<file path="src/emprc_pkg.sv">
// shared constants and types for the emulator pause/run control block
package emprc_pkg;

  // refresh register image layout
  localparam int            IMG_IDX_W      = 2;
  localparam int            IMG_DEPTH      = 4;
  localparam int            REG_W          = 16;
  localparam logic [15:0]   REFRESH_RST    = 16'h0000;
  localparam int            REFRESH_EN_BIT = 15;

  // the enable register of one variant and the control register of the other share slot 2
  localparam logic [1:0]    CTRL_IDX       = 2'h2;
  localparam logic [1:0]    FIRST_IDX      = 2'h0;
  localparam logic [1:0]    LAST_IDX_BASIC = 2'h2;
  localparam logic [1:0]    LAST_IDX_EB    = 2'h3;
  localparam logic [1:0]    IDX_STEP       = 2'h1;

  // restart address on the 20-bit address bus
  localparam int            ADDR_W         = 20;
  localparam logic [19:0]   RESTART_ADDR   = 20'hFFFF0;

  // run command encoding: bit 0 arms breakpoints, bit 1 loads restart vectors
  localparam int            CMD_W          = 2;
  localparam int            CMD_BREAKS_BIT = 0;
  localparam int            CMD_VECTOR_BIT = 1;
  localparam logic [1:0]    CMD_RUN_PLAIN              = 2'h0;
  localparam logic [1:0]    CMD_RUN_WITH_BREAKS        = 2'h1;
  localparam logic [1:0]    CMD_VECTOR_RUN_NO_BREAKS   = 2'h2;
  localparam logic [1:0]    CMD_VECTOR_RUN_WITH_BREAKS = 2'h3;

  typedef enum logic [2:0] {
    ST_PAUSE,
    ST_SAVE,
    ST_SETTLE,
    ST_DISABLE,
    ST_LOAD,
    ST_START,
    ST_GO,
    ST_RUN
  } emprc_state_t;

endpackage

</file>
<file path="src/emprc_refresh_img.sv">
// stored image of the refresh registers, one capture port, one operator port, two read ports
`timescale 1ns/1ps
module emprc_refresh_img
  import emprc_pkg::*;
#(
  parameter int W     = REG_W,
  parameter int DEPTH = IMG_DEPTH,
  parameter int IW    = IMG_IDX_W
) (
  input  wire logic          clk_sys_i,
  input  wire logic          sys_rst_i,
  input  wire logic          clk_en_i,
  input  wire logic          cap_we_i,
  input  wire logic [IW-1:0] cap_idx_i,
  input  wire logic [W-1:0]  cap_data_i,
  input  wire logic          op_we_i,
  input  wire logic [IW-1:0] op_idx_i,
  input  wire logic [W-1:0]  op_data_i,
  input  wire logic [IW-1:0] rd_a_idx_i,
  output logic      [W-1:0]  rd_a_data_o,
  input  wire logic [IW-1:0] rd_b_idx_i,
  output logic      [W-1:0]  rd_b_data_o
);

  logic [W-1:0] img_r [DEPTH];

  genvar g;
  generate
    for (g = 0; g < DEPTH; g++) begin : g_entry
      wire cap_hit = cap_we_i && (cap_idx_i == IW'(g));
      wire op_hit  = op_we_i && (op_idx_i == IW'(g));
      always_ff @(posedge clk_sys_i) begin
        if (sys_rst_i) begin
          img_r[g] <= W'(REFRESH_RST);
        end else if (clk_en_i) begin
          // a live capture beats an operator edit of the same slot
          if (cap_hit) begin
            img_r[g] <= cap_data_i;
          end else if (op_hit) begin
            img_r[g] <= op_data_i;
          end
        end
      end
    end
  endgenerate

  assign rd_a_data_o = img_r[rd_a_idx_i];
  assign rd_b_data_o = img_r[rd_b_idx_i];

endmodule

</file>
<file path="src/emprc_top.sv">
// run/pause control: chip-select gating, trace filtering, refresh save/restore, run commands
`timescale 1ns/1ps
// Summary of operation
// - pause chip-select switch on: selects reach target
// - switch off: selects held inactive while paused
// - peek/poke traced when both trace switches on
// - peek/poke switch off: internal cycles not traced
// - three refresh registers basic, four on EB
// - refresh switch off: image written before run
// - refresh switch on: image not written at run
// - run-to-pause always reads refresh registers into image
// - refresh switch on: refresh runs, reads target
// - refresh switch off: clear enable bit 15
// - reset character forces refresh switch off
// - pause edits take effect entering run with refresh switch off
// - plain run commands start at code pointer, breaks chosen
// - vector runs load vectors, start restart address
// - vector runs accepted only while paused
// - breakpoint runs make all events active
module emprc_top
  import emprc_pkg::*;
#(
  parameter int CS_W = 8
) (
  input  wire logic              clk_sys_i,
  input  wire logic              sys_rst_i,
  input  wire logic              clk_en_i,
  input  wire logic              pause_chip_select_switch_i,
  input  wire logic              peek_poke_trace_switch_i,
  input  wire logic              trace_capture_switch_i,
  input  wire logic              refresh_sw_on_i,
  input  wire logic              refresh_sw_off_i,
  input  wire logic              reset_char_i,
  input  wire logic              variant_eb_i,
  input  wire logic              cmd_valid_i,
  input  wire logic [CMD_W-1:0]  cmd_code_i,
  input  wire logic [ADDR_W-1:0] current_code_pointer_i,
  input  wire logic              pause_req_i,
  input  wire logic [CS_W-1:0]   cs_cpu_n_i,
  input  wire logic              cyc_valid_i,
  input  wire logic              cyc_internal_i,
  input  wire logic [REG_W-1:0]  pcb_rdata_i,
  input  wire logic              img_wr_i,
  input  wire logic [1:0]        img_idx_i,
  input  wire logic [REG_W-1:0]  img_wdata_i,
  output logic      [CS_W-1:0]   cs_target_n_o,
  output logic                   trace_store_o,
  output logic                   pcb_rd_o,
  output logic                   pcb_wr_o,
  output logic      [1:0]        pcb_idx_o,
  output logic      [REG_W-1:0]  pcb_wdata_o,
  output logic      [REG_W-1:0]  img_rdata_o,
  output logic                   pause_refresh_switch_o,
  output logic                   refresh_live_o,
  output logic                   read_to_target_o,
  output logic                   run_mode_o,
  output logic                   breaks_armed_o,
  output logic                   events_active_o,
  output logic                   load_vectors_o,
  output logic                   run_start_o,
  output logic      [ADDR_W-1:0] start_addr_o,
  output logic                   cmd_accept_o,
  output logic                   cmd_reject_o
);

  emprc_state_t state_r;
  emprc_state_t state_nxt;
  logic [1:0]   idx_r;
  logic [1:0]   idx_nxt;
  logic         pre_sw_r;
  logic         breaks_r;
  logic         vec_r;
  logic         rd_pend_r;
  logic [1:0]   rd_pend_idx_r;
  logic [REG_W-1:0] img_b_data;
  logic [REG_W-1:0] img_rdata_nxt;

  // decode
  wire       paused_w   = (state_r != ST_RUN);
  wire       idle_w     = (state_r == ST_PAUSE);
  wire [1:0] last_idx_w = variant_eb_i ? LAST_IDX_EB : LAST_IDX_BASIC;
  wire       at_last_w  = (idx_r == last_idx_w);
  wire       accept_w   = cmd_valid_i && idle_w;
  wire       reject_w   = cmd_valid_i && !idle_w;
  wire       cmd_brk_w  = cmd_code_i[CMD_BREAKS_BIT];
  wire       cmd_vec_w  = cmd_code_i[CMD_VECTOR_BIT];
  wire       break_w    = (state_r == ST_RUN) && pause_req_i;
  wire       op_we_w    = img_wr_i && idle_w;
  wire       save_rd_w  = (state_r == ST_SAVE);
  wire       load_wr_w  = (state_r == ST_LOAD);
  wire       dis_wr_w   = (state_r == ST_DISABLE);
  wire [1:0] img_b_idx  = dis_wr_w ? CTRL_IDX : idx_r;
  // cut the enable bit from the saved control value, keep the rest as read
  wire [REG_W-1:0] dis_val_w = img_b_data & ~(REG_W'(1) << REFRESH_EN_BIT);
  // chip selects forced inactive only while paused with the switch off
  wire [CS_W-1:0] cs_nxt = (paused_w && !pause_chip_select_switch_i) ? {CS_W{1'b1}} : cs_cpu_n_i;
  // internal cycles need both switches; target cycles need only capture
  wire trace_nxt = cyc_valid_i && trace_capture_switch_i
                   && (!cyc_internal_i || peek_poke_trace_switch_i);
  wire [ADDR_W-1:0] start_nxt = vec_r ? RESTART_ADDR : current_code_pointer_i;

  always_comb begin
    state_nxt = state_r;
    idx_nxt   = idx_r;
    case (state_r)
      ST_PAUSE: begin
        if (accept_w) begin
          idx_nxt   = FIRST_IDX;
          state_nxt = pre_sw_r ? ST_START : ST_LOAD;
        end
      end
      ST_LOAD: begin
        idx_nxt = idx_r + IDX_STEP;
        if (at_last_w) begin
          state_nxt = ST_START;
        end
      end
      ST_START: state_nxt = ST_GO;
      ST_GO:    state_nxt = ST_RUN;
      ST_RUN: begin
        if (break_w) begin
          idx_nxt   = FIRST_IDX;
          state_nxt = ST_SAVE;
        end
      end
      ST_SAVE: begin
        idx_nxt = idx_r + IDX_STEP;
        if (at_last_w) begin
          state_nxt = ST_SETTLE;
        end
      end
      // wait for the last read to land in the image before deciding
      ST_SETTLE: begin
        if (!pcb_rd_o && !rd_pend_r) begin
          state_nxt = pre_sw_r ? ST_PAUSE : ST_DISABLE;
        end
      end
      ST_DISABLE: state_nxt = ST_PAUSE;
      default:    state_nxt = ST_PAUSE;
    endcase
  end

  // sequencer
  always_ff @(posedge clk_sys_i) begin
    if (sys_rst_i) begin
      state_r  <= ST_PAUSE;
      idx_r    <= FIRST_IDX;
      breaks_r <= 1'b0;
      vec_r    <= 1'b0;
    end else if (clk_en_i) begin
      state_r <= state_nxt;
      idx_r   <= idx_nxt;
      if (accept_w) begin
        breaks_r <= cmd_brk_w;
        vec_r    <= cmd_vec_w;
      end
    end
  end

  // refresh switch: the reset character overrides any on request
  always_ff @(posedge clk_sys_i) begin
    if (sys_rst_i) begin
      pre_sw_r <= 1'b0;
    end else if (clk_en_i) begin
      if (reset_char_i || refresh_sw_off_i) begin
        pre_sw_r <= 1'b0;
      end else if (refresh_sw_on_i) begin
        pre_sw_r <= 1'b1;
      end
    end
  end

  // peripheral block access; read data answers one cycle after the strobe
  always_ff @(posedge clk_sys_i) begin
    if (sys_rst_i) begin
      pcb_rd_o      <= 1'b0;
      pcb_wr_o      <= 1'b0;
      pcb_idx_o     <= FIRST_IDX;
      pcb_wdata_o   <= REFRESH_RST;
      rd_pend_r     <= 1'b0;
      rd_pend_idx_r <= FIRST_IDX;
    end else if (clk_en_i) begin
      pcb_rd_o      <= save_rd_w;
      pcb_wr_o      <= load_wr_w || dis_wr_w;
      pcb_idx_o     <= img_b_idx;
      pcb_wdata_o   <= dis_wr_w ? dis_val_w : img_b_data;
      rd_pend_r     <= pcb_rd_o;
      rd_pend_idx_r <= pcb_idx_o;
    end
  end

  emprc_refresh_img #(
    .W     (REG_W),
    .DEPTH (IMG_DEPTH),
    .IW    (IMG_IDX_W)
  ) u_img (
    .clk_sys_i   (clk_sys_i),
    .sys_rst_i   (sys_rst_i),
    .clk_en_i    (clk_en_i),
    .cap_we_i    (rd_pend_r),
    .cap_idx_i   (rd_pend_idx_r),
    .cap_data_i  (pcb_rdata_i),
    .op_we_i     (op_we_w),
    .op_idx_i    (img_idx_i),
    .op_data_i   (img_wdata_i),
    .rd_a_idx_i  (img_idx_i),
    .rd_a_data_o (img_rdata_nxt),
    .rd_b_idx_i  (img_b_idx),
    .rd_b_data_o (img_b_data)
  );

  // status and target-facing outputs
  always_ff @(posedge clk_sys_i) begin
    if (sys_rst_i) begin
      cs_target_n_o          <= {CS_W{1'b1}};
      trace_store_o          <= 1'b0;
      img_rdata_o            <= REFRESH_RST;
      pause_refresh_switch_o <= 1'b0;
      refresh_live_o         <= 1'b0;
      read_to_target_o       <= 1'b0;
      run_mode_o             <= 1'b0;
      breaks_armed_o         <= 1'b0;
      events_active_o        <= 1'b0;
      load_vectors_o         <= 1'b0;
      run_start_o            <= 1'b0;
      start_addr_o           <= RESTART_ADDR;
      cmd_accept_o           <= 1'b0;
      cmd_reject_o           <= 1'b0;
    end else if (clk_en_i) begin
      cs_target_n_o          <= cs_nxt;
      trace_store_o          <= trace_nxt;
      img_rdata_o            <= img_rdata_nxt;
      pause_refresh_switch_o <= pre_sw_r;
      refresh_live_o         <= !paused_w || pre_sw_r;
      read_to_target_o       <= paused_w && pre_sw_r;
      run_mode_o             <= (state_nxt == ST_RUN);
      breaks_armed_o         <= (state_nxt == ST_RUN) && breaks_r;
      events_active_o        <= (state_nxt == ST_RUN) && breaks_r;
      // vectors go out one cycle ahead of the start pulse
      load_vectors_o         <= (state_r == ST_START) && vec_r;
      run_start_o            <= (state_r == ST_GO);
      if (state_r == ST_GO) begin
        start_addr_o <= start_nxt;
      end
      cmd_accept_o <= accept_w;
      cmd_reject_o <= reject_w;
    end
  end

  cs_held_a: assert property (@(posedge clk_sys_i) disable iff (sys_rst_i)
    clk_en_i && paused_w && !pause_chip_select_switch_i |=> cs_target_n_o == {CS_W{1'b1}})
    else $error("chip selects not held inactive in pause");

  cs_pass_a: assert property (@(posedge clk_sys_i) disable iff (sys_rst_i)
    clk_en_i && (!paused_w || pause_chip_select_switch_i) |=> cs_target_n_o == $past(cs_cpu_n_i))
    else $error("chip selects not passed to target");

  trace_drop_a: assert property (@(posedge clk_sys_i) disable iff (sys_rst_i)
    clk_en_i && cyc_valid_i && cyc_internal_i && !peek_poke_trace_switch_i |=> !trace_store_o)
    else $error("internal cycle traced with switch off");

  trace_keep_a: assert property (@(posedge clk_sys_i) disable iff (sys_rst_i)
    clk_en_i && cyc_valid_i && peek_poke_trace_switch_i && trace_capture_switch_i |=> trace_store_o)
    else $error("internal cycle not traced");

  cmd_reject_a: assert property (@(posedge clk_sys_i) disable iff (sys_rst_i)
    clk_en_i && cmd_valid_i && cmd_vec_w && !idle_w |=> cmd_reject_o && !cmd_accept_o && $stable(vec_r) && $stable(breaks_r))
    else $error("vector run accepted outside pause");

  refresh_force_a: assert property (@(posedge clk_sys_i) disable iff (sys_rst_i)
    clk_en_i && reset_char_i |=> !pre_sw_r)
    else $error("reset character did not clear refresh switch");

  image_kept_a: assert property (@(posedge clk_sys_i) disable iff (sys_rst_i || !clk_en_i)
    accept_w && pre_sw_r |=> !pcb_wr_o [*4])
    else $error("refresh image written with switch on");

  enable_clear_a: assert property (@(posedge clk_sys_i) disable iff (sys_rst_i)
    clk_en_i && dis_wr_w |=> pcb_wr_o && pcb_idx_o == CTRL_IDX && !pcb_wdata_o[REFRESH_EN_BIT])
    else $error("refresh enable bit not cleared on pause");

  save_read_a: assert property (@(posedge clk_sys_i) disable iff (sys_rst_i || !clk_en_i)
    break_w |=> ##1 pcb_rd_o && pcb_idx_o == FIRST_IDX)
    else $error("refresh registers not read on pause entry");

  vector_start_a: assert property (@(posedge clk_sys_i) disable iff (sys_rst_i || !clk_en_i)
    load_vectors_o |=> run_start_o && start_addr_o == RESTART_ADDR)
    else $error("vector run did not start at restart address");

  events_on_a: assert property (@(posedge clk_sys_i) disable iff (sys_rst_i || !clk_en_i)
    accept_w && cmd_brk_w && pre_sw_r |-> ##3 events_active_o && run_mode_o)
    else $error("events not active during breakpoint run");

  image_load_a: assert property (@(posedge clk_sys_i) disable iff (sys_rst_i || !clk_en_i)
    accept_w && !pre_sw_r |=> ##1 pcb_wr_o && pcb_idx_o == FIRST_IDX)
    else $error("refresh image not written before run");

  plain_start_a: assert property (@(posedge clk_sys_i) disable iff (sys_rst_i || !clk_en_i)
    (state_r == ST_GO) && !vec_r |=> run_start_o && start_addr_o == $past(current_code_pointer_i))
    else $error("plain run did not start at code pointer");

  read_target_a: assert property (@(posedge clk_sys_i) disable iff (sys_rst_i)
    clk_en_i && paused_w && pre_sw_r |=> read_to_target_o && refresh_live_o)
    else $error("refresh not kept running in pause");

endmodule

</file>
<file path="config.mk">
export PLATFORM = sky130hd
export DESIGN_NAME = emprc_top
export DESIGN_NICKNAME = d
export VERILOG_FILES = /design/src/emprc_pkg.sv /design/src/emprc_refresh_img.sv /design/src/emprc_top.sv
export SDC_FILE = /design/constraint.sdc
export NUM_CORES = 1
export LEC_CHECK = 0
export BUFFER_PORTS_ARGS = -buffer_cell sky130_fd_sc_hd__buf_4
export CORE_MARGIN = 3
export CORE_UTILIZATION = 58
export CTS_CLUSTER_SIZE = 28
export DETAILED_ROUTE_END_ITERATION = 6
export PLACE_DENSITY = 0.85
export SYNTH_ARGS = -nofsm -noshare
export SYNTH_HDL_FRONTEND = slang
export SYNTH_SLANG_ARGS = --single-unit
</file>
<file path="constraint.sdc">
create_clock -name clk_sys_i -period 3.72 [get_ports clk_sys_i]
set_input_delay 0.744 -clock clk_sys_i [delete_from_list [all_inputs] [get_ports clk_sys_i]]
set_output_delay 0.744 -clock clk_sys_i [all_outputs]
set_load 0.1 [all_outputs]
</file>
=== After elaboration in Yosys (flattened, before gate mapping) ===
Memory sizes are Yosys's and may differ from the RTL's. A register that Yosys moved wholly into a read port is not among the register bits.
Cells that the tools add are included.

* Multiplexer cells: 64
* Add/subtract/negate cells: 1
* Reduce and logical (&&, ||, !) cells: 39
* Eq/ne operators: 18
* Bitwise gates (word level): 8

{| class="wikitable"
|+ Operators with widths
! kind !! count
|-
| 16-bit two-way mux || 9
|-
| 1-bit two-way mux || 42
|-
| 3-bit one-hot mux with 8 select lines || 1
|-
| 20-bit two-way mux || 1
|-
| 1-bit logical AND || 19
|-
| 3-bit == test, second input constant || 5
|-
| 3-bit two-way mux || 5
|-
| 2-bit == test, second input constant || 4
|-
| 2-bit two-way mux || 4
|-
| 8-bit two-way mux || 1
|-
| 1-bit bitwise OR || 8
|-
| 3-bit by 2-bit == test with 1-bit output, second input constant || 2
|-
| 1-bit logical NOT || 6
|-
| 2-bit one-hot mux with 3 select lines || 1
|-
| 2-bit AND reduction || 3
|-
| 2-bit by 1-bit == test with 1-bit output, second input constant || 2
|-
| 2-bit logical NOT || 2
|-
| 1-bit logical OR || 4
|-
| 4-bit AND reduction || 1
|-
| 3-bit by 1-bit == test with 1-bit output, second input constant || 1
|-
| 3-bit logical NOT || 1
|-
| 3-bit != test, second input constant || 1
|-
| 3-bit nonzero test || 1
|-
| 2-bit by 1-bit adder with 2-bit output, second input constant || 1
|-
| 5 further kinds || 5
|}

* Register bits: 69
* Memories: 1
* Word-level logic and storage cells: 154
* Bits in writable memories: 64
* Output and inout bits: 75

{| class="wikitable"
|+ Memories
! memory !! words !! bits a word !! read ports !! clocked after memory_dff !! wr ports !! line !! RTL
|-
| u_img.img_r || 4 || 16 || 2 || 1 || 4 || emprc_refresh_img.sv:25 || <nowiki>logic [W-1:0] img_r [DEPTH];</nowiki>
|}

=== Logic depth before layout (Yosys ltp) ===
Gate-level depths: netlist of the first run.

* Depth after elaboration: 9
* Gate-level depth with buffers: 6
* Mapped depth without buffers: 4

=== Hierarchy ===
Synthesis of the first run repeated with hierarchy kept, for this count alone.

* Cells, all modules: 559
* Area total of the unflattened synthesis: 6,842.8 µm²

{| class="wikitable"
|+ Modules (own cells, without submodules)
! module !! seq. area each (µm²) !! instances !! cells each !! area each (µm²)
|-
| emprc_refresh_img || 1,921.8 || 1 || 198 || 3,545.9
|-
| emprc_top || 1,701.6 || 1 || 361 || 3,296.9
|}

=== Worst setup path before layout of the first run ===
Ideal clock, no wire load.

* Path kind: input to register
* From: in img_idx_i[0]
* To: mem u_img.img_r[1][0] (netlist name) (enable)
* Path slack: 1.269 ns
* Cell stages on the path: 4
* Library setup time: 0.372 ns
* Arrival time: 2.079 ns
* Cell sequence: buf_2 nand4_1 a311oi_2 or3_1

{| class="wikitable"
|+ RTL lines
! what !! line !! RTL
|-
| from (decl) || emprc_top.sv:44 || <nowiki>input wire logic [1:0] img_idx_i,</nowiki>
|-
| to (decl) || emprc_refresh_img.sv:25 ||
|}

=== Final worst setup path of the first run ===
* From: in clk_en_i
* To: reg start_addr_o[13]

* Word-level cells in the longest chain between the ends: 1

{| class="wikitable"
|+ Ends and longest elaborated chain
! what !! line !! RTL
|-
| from (decl) || emprc_top.sv:27 || <nowiki>input wire logic clk_en_i,</nowiki>
|-
| 2-bit AND reduction (no source line) || - ||
|-
| to (signal assigned) || emprc_top.sv:243 || <nowiki>start_addr_o <= start_nxt;</nowiki>
|-
| to (decl) || emprc_top.sv:61 || <nowiki>output logic [ADDR_W-1:0] start_addr_o,</nowiki>
|}

Every way passes these cells.
A chain may end at the register's enable or synchronous reset.

==> impl_metrics.csv, run 1 <==
group,metric,value,unit
status,status,"completed",
setup_path,worstPathMaxFanout,41,
die,num_io_pins,154,
clocking,htree_levels,4,
yosys,yosysWarnings,0,
die,die_y,114,um
global_route,grt_pass1_vias,5393,
timing,hold_viol,0,
yosys,ys_seq_area_share,53.6,%
place,placed_area,7970,um2
pwr,p_leak,3.48,nW
timing,finalClockSkew,0.00793,ns
timing,min_period,2.73,ns
global_route,grt_first_pass_wirelength,28300,um
place,finalWeightedCongestion,0.855,
yosys,synth_edf_count,64,
clocking,clk_path_buf_depth,2,
yosys,async_reset_ff_share,0,%
clocking,cts_sinks,149,
die,fp-row-count,38,
setup_path,worstSetupEndpointType,"register",
yosys,ys.flop_type,"dfxtp_1",
hold_path,hold_path_class,"register to register",
routing,wire_per_inst,20.5,um
routing,drc,0,
setup_path,setup.worst_path.class,"input port to register",
yosys,ys_ff_latch,149,
final_layout,antenna_cells,0,
place,portBuffers,153,
yosys,synth_cell_types,54,
final_layout,drive_gt1_share,31.2,%
timing,setup_viol,0,
pwr,peakVddDrop,0.325,mV
yosys,netlist_instances,590,
clocking,post_cts_buffers,0,
routing,antenna_left,0,
timing,fmax,0.366,GHz
yosys,syn-num-nets,669,
place,dp_hpwl,12100,um
timing,hold_ws,0.481,ns
yosys,synth_area,6760,um2
die,start_util,60.7,%
clocking,cts-buffers-inserted,17,
yosys,yosys.area.top_type,"edfxtp_1",
final_layout,syn2layout_area_growth,27.6,%
timing,relSlewSlack,33.1,%
die,dieWidth,114,um
clocking,ctsResizeCount,0,
timing,period_share,73.5,%
yosys,synthTopCellsByArea,"edfxtp_1, dfxtp_1, a22o_1",
global_route,antenna_found_initial,0,
pwr,power_density,503,nW/um2
routing,num_vias,5633,
setup_path,worstPathArrival,3.08,ns
clocking,hold_buffers,0,
timing,worst_slew_pin_slew,0.998,ns
yosys,syn_avg_cell_area,11.5,um2
clocking,ctsRootBufferMaster,"clkbuf_16",
routing,finalWirelength,18100,um
flow_run,drv_cap,0,
clocking,path_clk_slew,0.06,ns
place,dp_cells,852,
timing,maxSlewViolCount,0,
setup_path,startpoint_type,"input port",
final_layout,final_core_util,77.5,%
routing,dr.first_iter.drc_count,601,
clocking,cts_tree,"done",
yosys,yosysTopAreaCellShare,28.4,%
timing,rsz0062_at_grt,"false",
clocking,clk-insertion-delay-late,0.42,ns
global_route,track_usage,28.3,%
final_layout,fin_area,8620,um2
global_route,overflow,0,
final_layout,stdcell_count,884,
global_route,grt_max_degree,74,
timing,tns,0,ns
die,core,11100,um2
routing,firstDrtPassIters,6,
setup_path,cp.required,4.07,ns
final_layout,final_net_count,810,
die,die_area,13000,um2
routing,viasPerCell,6.37,
[critical path: stages]
cell      delay (ns)
buf_4           0.19
buf_4           0.51
clkinv_1        0.44
nor3_2          0.91
nor2_1          0.08
o21bai_1        0.18
[through the flow]
stage | setup WS [ns] | total power [mW]
5_1_grt | 0.790 | 4.48
6_report | 0.987 | 4.33
3_5_place_dp | 0.626 | 2.49
2_1_floorplan | 1.27 | 2.29
3_3_place_gp | 0.730 | 2.47
4_1_cts | 1.03 | 4.35
[layout by cell type (no fill, tap or decap), types with 9 or more instances in the layout]
cell | synthesis | routed
buf_4 | 3 | 169
dfxtp_1 | 85 | 85
a22o_1 | 64 | 64
edfxtp_1 | 64 | 64
nor2_1 | 64 | 63
mux2i_1 | 38 | 38
nand2_1 | 32 | 32
nor3_1 | 25 | 25
a21oi_1 | 17 | 17
clkbuf_16 | 0 | 17
o21bai_1 | 16 | 16
mux4_2 | 16 | 16
o221ai_1 | 15 | 15
o211ai_1 | 15 | 15
nand2b_1 | 10 | 10
o21ai_0 | 9 | 9
[power breakdown]
group          internal (mW)  switching (mW)
Sequential              1.78          0.0616
Clock                   1.19           0.677
Combinational          0.201           0.425
Total                   3.17            1.16
[routing by layer]
layer	share of wire, %	wire length (um)	GRT usage (%)
met4	3.0	543	11.1
met5	0	0	0
met2	50	8990	47.4
met3	9.7	1760	7.06
met1	38	6820	35.4
[logic make-up (layout without fill, tap and decap cells)]
logic type | count (synthesis) | in the layout | synth area share [%]
compound gates | 163 | 163 | 18.7
xor+xnor | 2 | 2 | 0.259
buf+inv | 54 | 208 | 3.85
flops | 149 | 149 | 53.6
mux | 56 | 56 | 11.3
simple gates | 166 | 166 | 12.2
[Yosys cell counts (6+ instances only)]
master / n
dfxtp_1: 85
a22o_1: 64
edfxtp_1: 64
nor2_1: 64
mux2i_1: 38
nand2_1: 32
clkbuf_1: 27
nor3_1: 25
a21oi_1: 17
mux4_2: 16
o21bai_1: 16
o211ai_1: 15
o221ai_1: 15
buf_2: 13
nand2b_1: 10
o21ai_0: 9
o22ai_1: 8
inv_1: 6
[worst paths after layout]
| check | depth (start not counted) | startpoint | slack, ns | end |
|---|---|---|---|---|
| worst max-delay path | 6 | clk_en_i | 0.99 | start_addr_o[13]$_SDFFE_PP1P_ |
| worst min-delay path | 2 | read_to_target_o$_SDFFE_PP0P_ | 0.48 | read_to_target_o$_SDFFE_PP0P_ |
| worst max register to register | 5 | state_r[0]$_SDFFE_PP0P_ | 1.04 | u_img.img_r[0][8]$_DFFE_PP_ |
| worst min register to register | 2 | read_to_target_o$_SDFFE_PP0P_ | 0.48 | read_to_target_o$_SDFFE_PP0P_ |
[state kept, by name, indices dropped and copies added (netlist names), 2 cells and up]
register       flops
img_rdata_o       16
pcb_wdata_o       16
rd_pend_idx_r      2
cs_target_n_o      8
state_r            3
idx_r              2
u_img.img_r       64
pcb_idx_o          2
start_addr_o      20
[cell type report]
class	instances	area (um2)
clock inverters	15	226
repair buffers	169	1270
inverters	7	26.3
well taps	140	175
flip-flops and latches	149	3620
clock buffers	17	425
multi-input cells	387	2880
fillers	687	2500
No activity file was read; power rests on OpenSTA's default activity.
==> run 2: changes to the inputs <==
Settings changed: CORE_UTILIZATION 58 to 54, PLACE_DENSITY 0.85 to 0.8.
Clock period 3.72 ns to 2.7 ns, I/O delays scaled along.
==> impl_metrics.csv, run 2 (same netlist as run 1, synthesis figures left out) <==
group,metric,value,unit
status,status,"completed",
setup_path,worstPathMaxFanout,16,
global_route,antenna_found_initial,0,
routing,wire_per_inst,19.7,um
clocking,cts_sinks,149,
setup_path,r2r_cells,4,
die,start_util,55.8,%
clocking,ctsResizeCount,0,
die,num_io_pins,154,
clocking,clk-insertion-delay-late,0.41,ns
final_layout,most-common-layout-cells,"buf_4, dfxtp_1, a22o_1, edfxtp_1, nor2_1",
place,dp_hpwl,12400,um
clocking,clk_path_buf_depth,2,
timing,fmax,0.460,GHz
setup_path,r2r_start,"state_r[0]$_SDFFE_PP0P_",
final_layout,antenna_cells,0,
final_layout,top_regs,"u_img.img_r: 64 flops, start_addr_o: 20 flops",
timing,relSlewSlack,38.5,%
die,core,12100,um2
setup_path,cp-startpoint,"state_r[0]$_SDFFE_PP0P_",
global_route,track_usage,25.7,%
place,finalWeightedCongestion,0.833,
pwr,p_leak,3.50,nW
global_route,grt_max_degree,66,
hold_path,hold_path_class,"input port to register",
global_route,overflow,0,
timing,rsz0062_at_grt,"false",
place,portBuffers,153,
timing,period_share,80.5,%
clocking,cts_tree,"done",
setup_path,rr_endpoint,"u_img.img_r[2][3]$_SDFFCE_PN0P_",
global_route,grt_first_pass_wirelength,28300,um
setup_path,cp_num_cells,4,
pwr,power_density,652,nW/um2
die,die_area,13900,um2
setup_path,cp_top_family,"simple AND/OR/NAND/NOR gates",
setup_path,critical-path-slowest-cell,"or3_1",
final_layout,stdcell_count,922,
final_layout,final_net_count,820,
setup_path,cp.required,2.74,ns
routing,finalWirelength,18200,um
clocking,hold_buffers,0,
setup_path,slowest_delay,0.69,ns
routing,drc,0,
routing,viasPerCell,6.07,
setup_path,worstPathArrival,2.21,ns
timing,finalClockSkew,0.00457,ns
clocking,cts-buffers-inserted,17,
setup_path,crit_buf_inv,0,
final_layout,layout_commonest_cell,"buf_4",
global_route,grt_pass1_vias,5475,
flow_run,drv_cap,0,
pwr,p_total,5.63,mW
clocking,path_clk_slew,0.06,ns
final_layout,num-fill-cells,853,
die,dieWidth,118,um
setup_path,startpoint_type,"register",
place,dp_cells,890,
final_layout,syn2layout_area_growth,27.9,%
setup_path,crit_chain,"nor3_4 -> nand3_1 -> nor3_2 -> or3_1",
routing,num_vias,5599,
timing,hold_viol,0,
die,fp-row-count,40,
clocking,post_cts_buffers,0,
final_layout,final_core_util,71.3,%
setup_path,r2r_slack,0.53,ns
setup_path,worstSetupEndpointType,"register",
final_layout,top_register,"u_img.img_r",
die,die_y,118,um
final_layout,drive_gt1_share,32.2,%
setup_path,crit_end,"u_img.img_r[2][3]$_SDFFCE_PN0P_",
routing,dr.first_iter.drc_count,542,
routing,firstDrtPassIters,7,
timing,maxSlewViolCount,0,
routing,antenna_left,0,
pwr,peakVddDrop,0.344,mV
setup_path,setup.worst_path.class,"register to register",
timing,setup_viol,0,
clocking,ctsRootBufferMaster,"clkbuf_16",
timing,min_period,2.17,ns
timing,tns,0,ns
final_layout,largest_register_ffs,64,
clocking,htree_levels,4,
timing,worst_slew_pin_slew,0.923,ns
[run 2: changes by cell type in the layout (fill, tap and decap cells not counted)]
cell        delta
clkinvlp_4     -1
clkinv_1       -1
clkbuf_4       +1
clkinv_2       +3
clkbuf_8       +2
inv_4          +4
bufinv_16      -4
inv_6          -2
buf_4         +10
clkinv_4       -2
[run 2: power breakdown]
| part | internal (mW) | total, mW | switching, mW | leakage, nW |
|---|---|---|---|---|
| Sequential | 2.45 | 2.52 | 0.0687 | 1.36 |
| Combinational | 0.287 | 0.890 | 0.603 | 1.86 |
| Clock | 1.32 | 2.23 | 0.901 | 0.285 |
| Total | 4.06 | 5.63 | 1.57 | 3.50 |
[run 2: worst min path at each step]
stage	to	depth (start not counted)	startpoint
CTS	cs_target_n_o[2]$_SDFFE_PP1P_	3	cs_cpu_n_i[2]
detailed placement	pcb_wdata_o[4]$_SDFFE_PP0P_	2	pcb_wdata_o[4]$_SDFFE_PP0P_
global route	cs_target_n_o[3]$_SDFFE_PP1P_	3	cs_cpu_n_i[3]
floorplan	events_active_o$_SDFFE_PP0P_	2	breaks_r$_SDFFE_PP0P_
finish	cs_target_n_o[2]$_SDFFE_PP1P_	3	cs_cpu_n_i[2]
global placement	run_mode_o$_SDFFE_PP0P_	2	run_mode_o$_SDFFE_PP0P_
[run 2: through the flow]
step	hold WS (ns)	worst slack (ns)	area (um2)
after floorplan	0.449	0.453	6760
after global placement	0.442	0.376	8080
after detailed placement	0.461	0.288	8080
after CTS	0.351	0.546	8640
after global routing	0.354	0.438	8640
final	0.359	0.525	8640
[run 2: per-layer routing]
layer / global-route usage (%) / vias to the layer above / wire [um]
met5: 0 / - / 0
met4: 8.57 / 0 / 364
met3: 6.34 / 43 / 1710
met2: 45.1 / 315 / 9180
met1: 31.0 / 2674 / 6930
li1: - / 2567 / -
[run 2: worst min-delay path, stage by stage]
cell and delay (ns):
buf_4 0.08, o22ai_1 0.06, nand2b_1 0.06
[run 2: area by class of cell]
cell class	count	area, um2	share of cell area (%)
Sequential cell	149	3620	41.9
Clock inverter	12	100	1.16
Clock buffer	20	460	5.33
Tap cell	168	210	2.43
Inverter	7	26.3	0.304
Multi-Input combinational cell	387	2880	33.3
Timing Repair Buffer	179	1340	15.6
==> run 3: changes to the inputs <==
Settings changed: CORE_UTILIZATION 54 to 49, PLACE_DENSITY 0.8 to 0.76.
Clock period 2.7 ns to 1.9 ns, I/O delays scaled along.
==> impl_metrics.csv, run 3 (same netlist as run 1, synthesis figures left out) <==
group,metric,value,unit
final_layout,most-common-layout-cells,"buf_4, dfxtp_1, a22o_1, edfxtp_1, nor2_1",
routing,firstDrtPassIters,7,
routing,finalWirelength,18600,um
global_route,antenna_found_initial,0,
setup_path,worstPathMaxFanout,16,
die,die_y,123,um
final_layout,layout_commonest_cell,"buf_4",
clocking,path_clk_slew,0.06,ns
timing,period_share,94.8,%
timing,fin_ws,0.0996,ns
final_layout,final_core_util,66.3,%
setup_path,startpoint_type,"register",
routing,viasPerCell,5.95,
setup_path,r2r_slack,0.1,ns
routing,antenna_left,0,
die,num_io_pins,154,
clocking,hold_buffers,0,
setup_path,r2r_start,"state_r[0]$_SDFFE_PP0P_",
timing,min_period,1.80,ns
timing,tns,0,ns
timing,relSlewSlack,58.6,%
global_route,grt_pass1_vias,5584,
pwr,power_density,946,nW/um2
timing,setup_viol,0,
clocking,cts-buffers-inserted,17,
final_layout,num-fill-cells,1032,
global_route,grt_max_degree,52,
routing,wire_per_inst,19.9,um
routing,num_vias,5591,
timing,worst_slew_pin_slew,0.617,ns
place,dp_hpwl,13100,um
setup_path,setup.worst_path.class,"register to register",
timing,hold_ws,0.161,ns
place,dpl_worst_slack,0.0314,ns
setup_path,cp-startpoint,"state_r[0]$_SDFFE_PP0P_",
hold_path,hold_path_class,"input port to register",
die,start_util,50.6,%
final_layout,drive_gt1_share,33.6,%
clocking,htree_levels,4,
final_layout,final_net_count,829,
die,die_area,15200,um2
place,portBuffers,153,
pwr,p_leak,3.59,nW
timing,finalClockSkew,0.00521,ns
global_route,grt_first_pass_wirelength,28600,um
clocking,cts_sinks,149,
die,fp-row-count,42,
setup_path,crit_end,"u_img.img_r[0][1]$_DFFE_PP_",
setup_path,cp.required,2.18,ns
flow_run,drv_cap,0,
status,status,"completed",
routing,dr.first_iter.drc_count,506,
die,dieWidth,123,um
timing,hold_viol,0,
global_route,track_usage,24.7,%
final_layout,largest_register_ffs,64,
clocking,post_cts_buffers,0,
routing,drc,0,
final_layout,top_register,"u_img.img_r",
setup_path,worstPathArrival,2.08,ns
final_layout,syn2layout_area_growth,31.0,%
pwr,peakVddDrop,0.564,mV
clocking,ctsResizeCount,0,
clocking,cts_tree,"done",
timing,maxSlewViolCount,0,
global_route,overflow,0,
timing,rsz0062_at_grt,"false",
clocking,clk_path_buf_depth,2,
setup_path,worstSetupEndpointType,"register",
setup_path,r2r_cells,5,
clocking,ctsRootBufferMaster,"clkbuf_16",
place,finalWeightedCongestion,0.828,
final_layout,antenna_cells,0,
die,core,13300,um2
final_layout,top_regs,"u_img.img_r: 64 flops, start_addr_o: 20 flops",
clocking,clk-insertion-delay-late,0.42,ns
setup_path,rr_endpoint,"u_img.img_r[0][1]$_DFFE_PP_",
timing,fmax,0.555,GHz
## run 3: cell count changes in the layout (fill, tap and decap cells not counted), moves of 2 or more
cell and change:
buf_4 +5, or3_1 -3, inv_4 -4, or3_4 +3, bufinv_16 +2, buf_12 +4
## run 3: worst max-delay path: stages (launching register included)
cell	delay, ns
dfxtp_1	0.36
nor3_4	0.27
nand3_1	0.21
nor4_4	0.31
buf_4	0.30
a22o_1	0.21
## run 3: metrics by stage
step           area, um2  total power [mW]  std cells
3_3_place_gp        8220              4.92        907
5_1_grt             8850              8.64        939
3_5_place_dp        8220              4.94        907
4_1_cts             8850              8.42        939
2_1_floorplan       6770              4.49        590
6_report            8850              8.38        939
## run 3: how the worst min path moves through the flow
stage	from	to	slack [ns]	cells past startpoint
floorplan	breaks_r$_SDFFE_PP0P_	events_active_o$_SDFFE_PP0P_	0.45	2
global placement	run_mode_o$_SDFFE_PP0P_	run_mode_o$_SDFFE_PP0P_	0.44	2
detailed placement	run_mode_o$_SDFFE_PP0P_	run_mode_o$_SDFFE_PP0P_	0.45	2
CTS	sys_rst_i	img_rdata_o[6]$_SDFFE_PP0P_	0.14	2
global route	sys_rst_i	img_rdata_o[6]$_SDFFE_PP0P_	0.14	2
finish	sys_rst_i	img_rdata_o[6]$_SDFFE_PP0P_	0.16	2
## run 3: final cells by class
class	count	area, um2	area share, %
sequential	149	3620	41.0
clock buffer	24	508	5.74
clock inverter	8	119	1.34
inverter	7	26.3	0.297
tap	176	220	2.49
timing repair buffer	188	1460	16.5
multi-input combinational	387	2890	32.7
## run 3: per-layer routing
metal	GRT usage (%)	vias up	part of all wire, %
li1	-	2584	-
met1	30.7	2663	39
met2	41.3	306	49
met3	6.04	38	9.2
met4	10.1	0	2.3
met5	0	-	0
## run 3: where the power goes
group / switching, mW / internal, mW
clock network: 1.23 / 2.26
registers: 0.0952 / 3.48
logic: 0.868 / 0.441
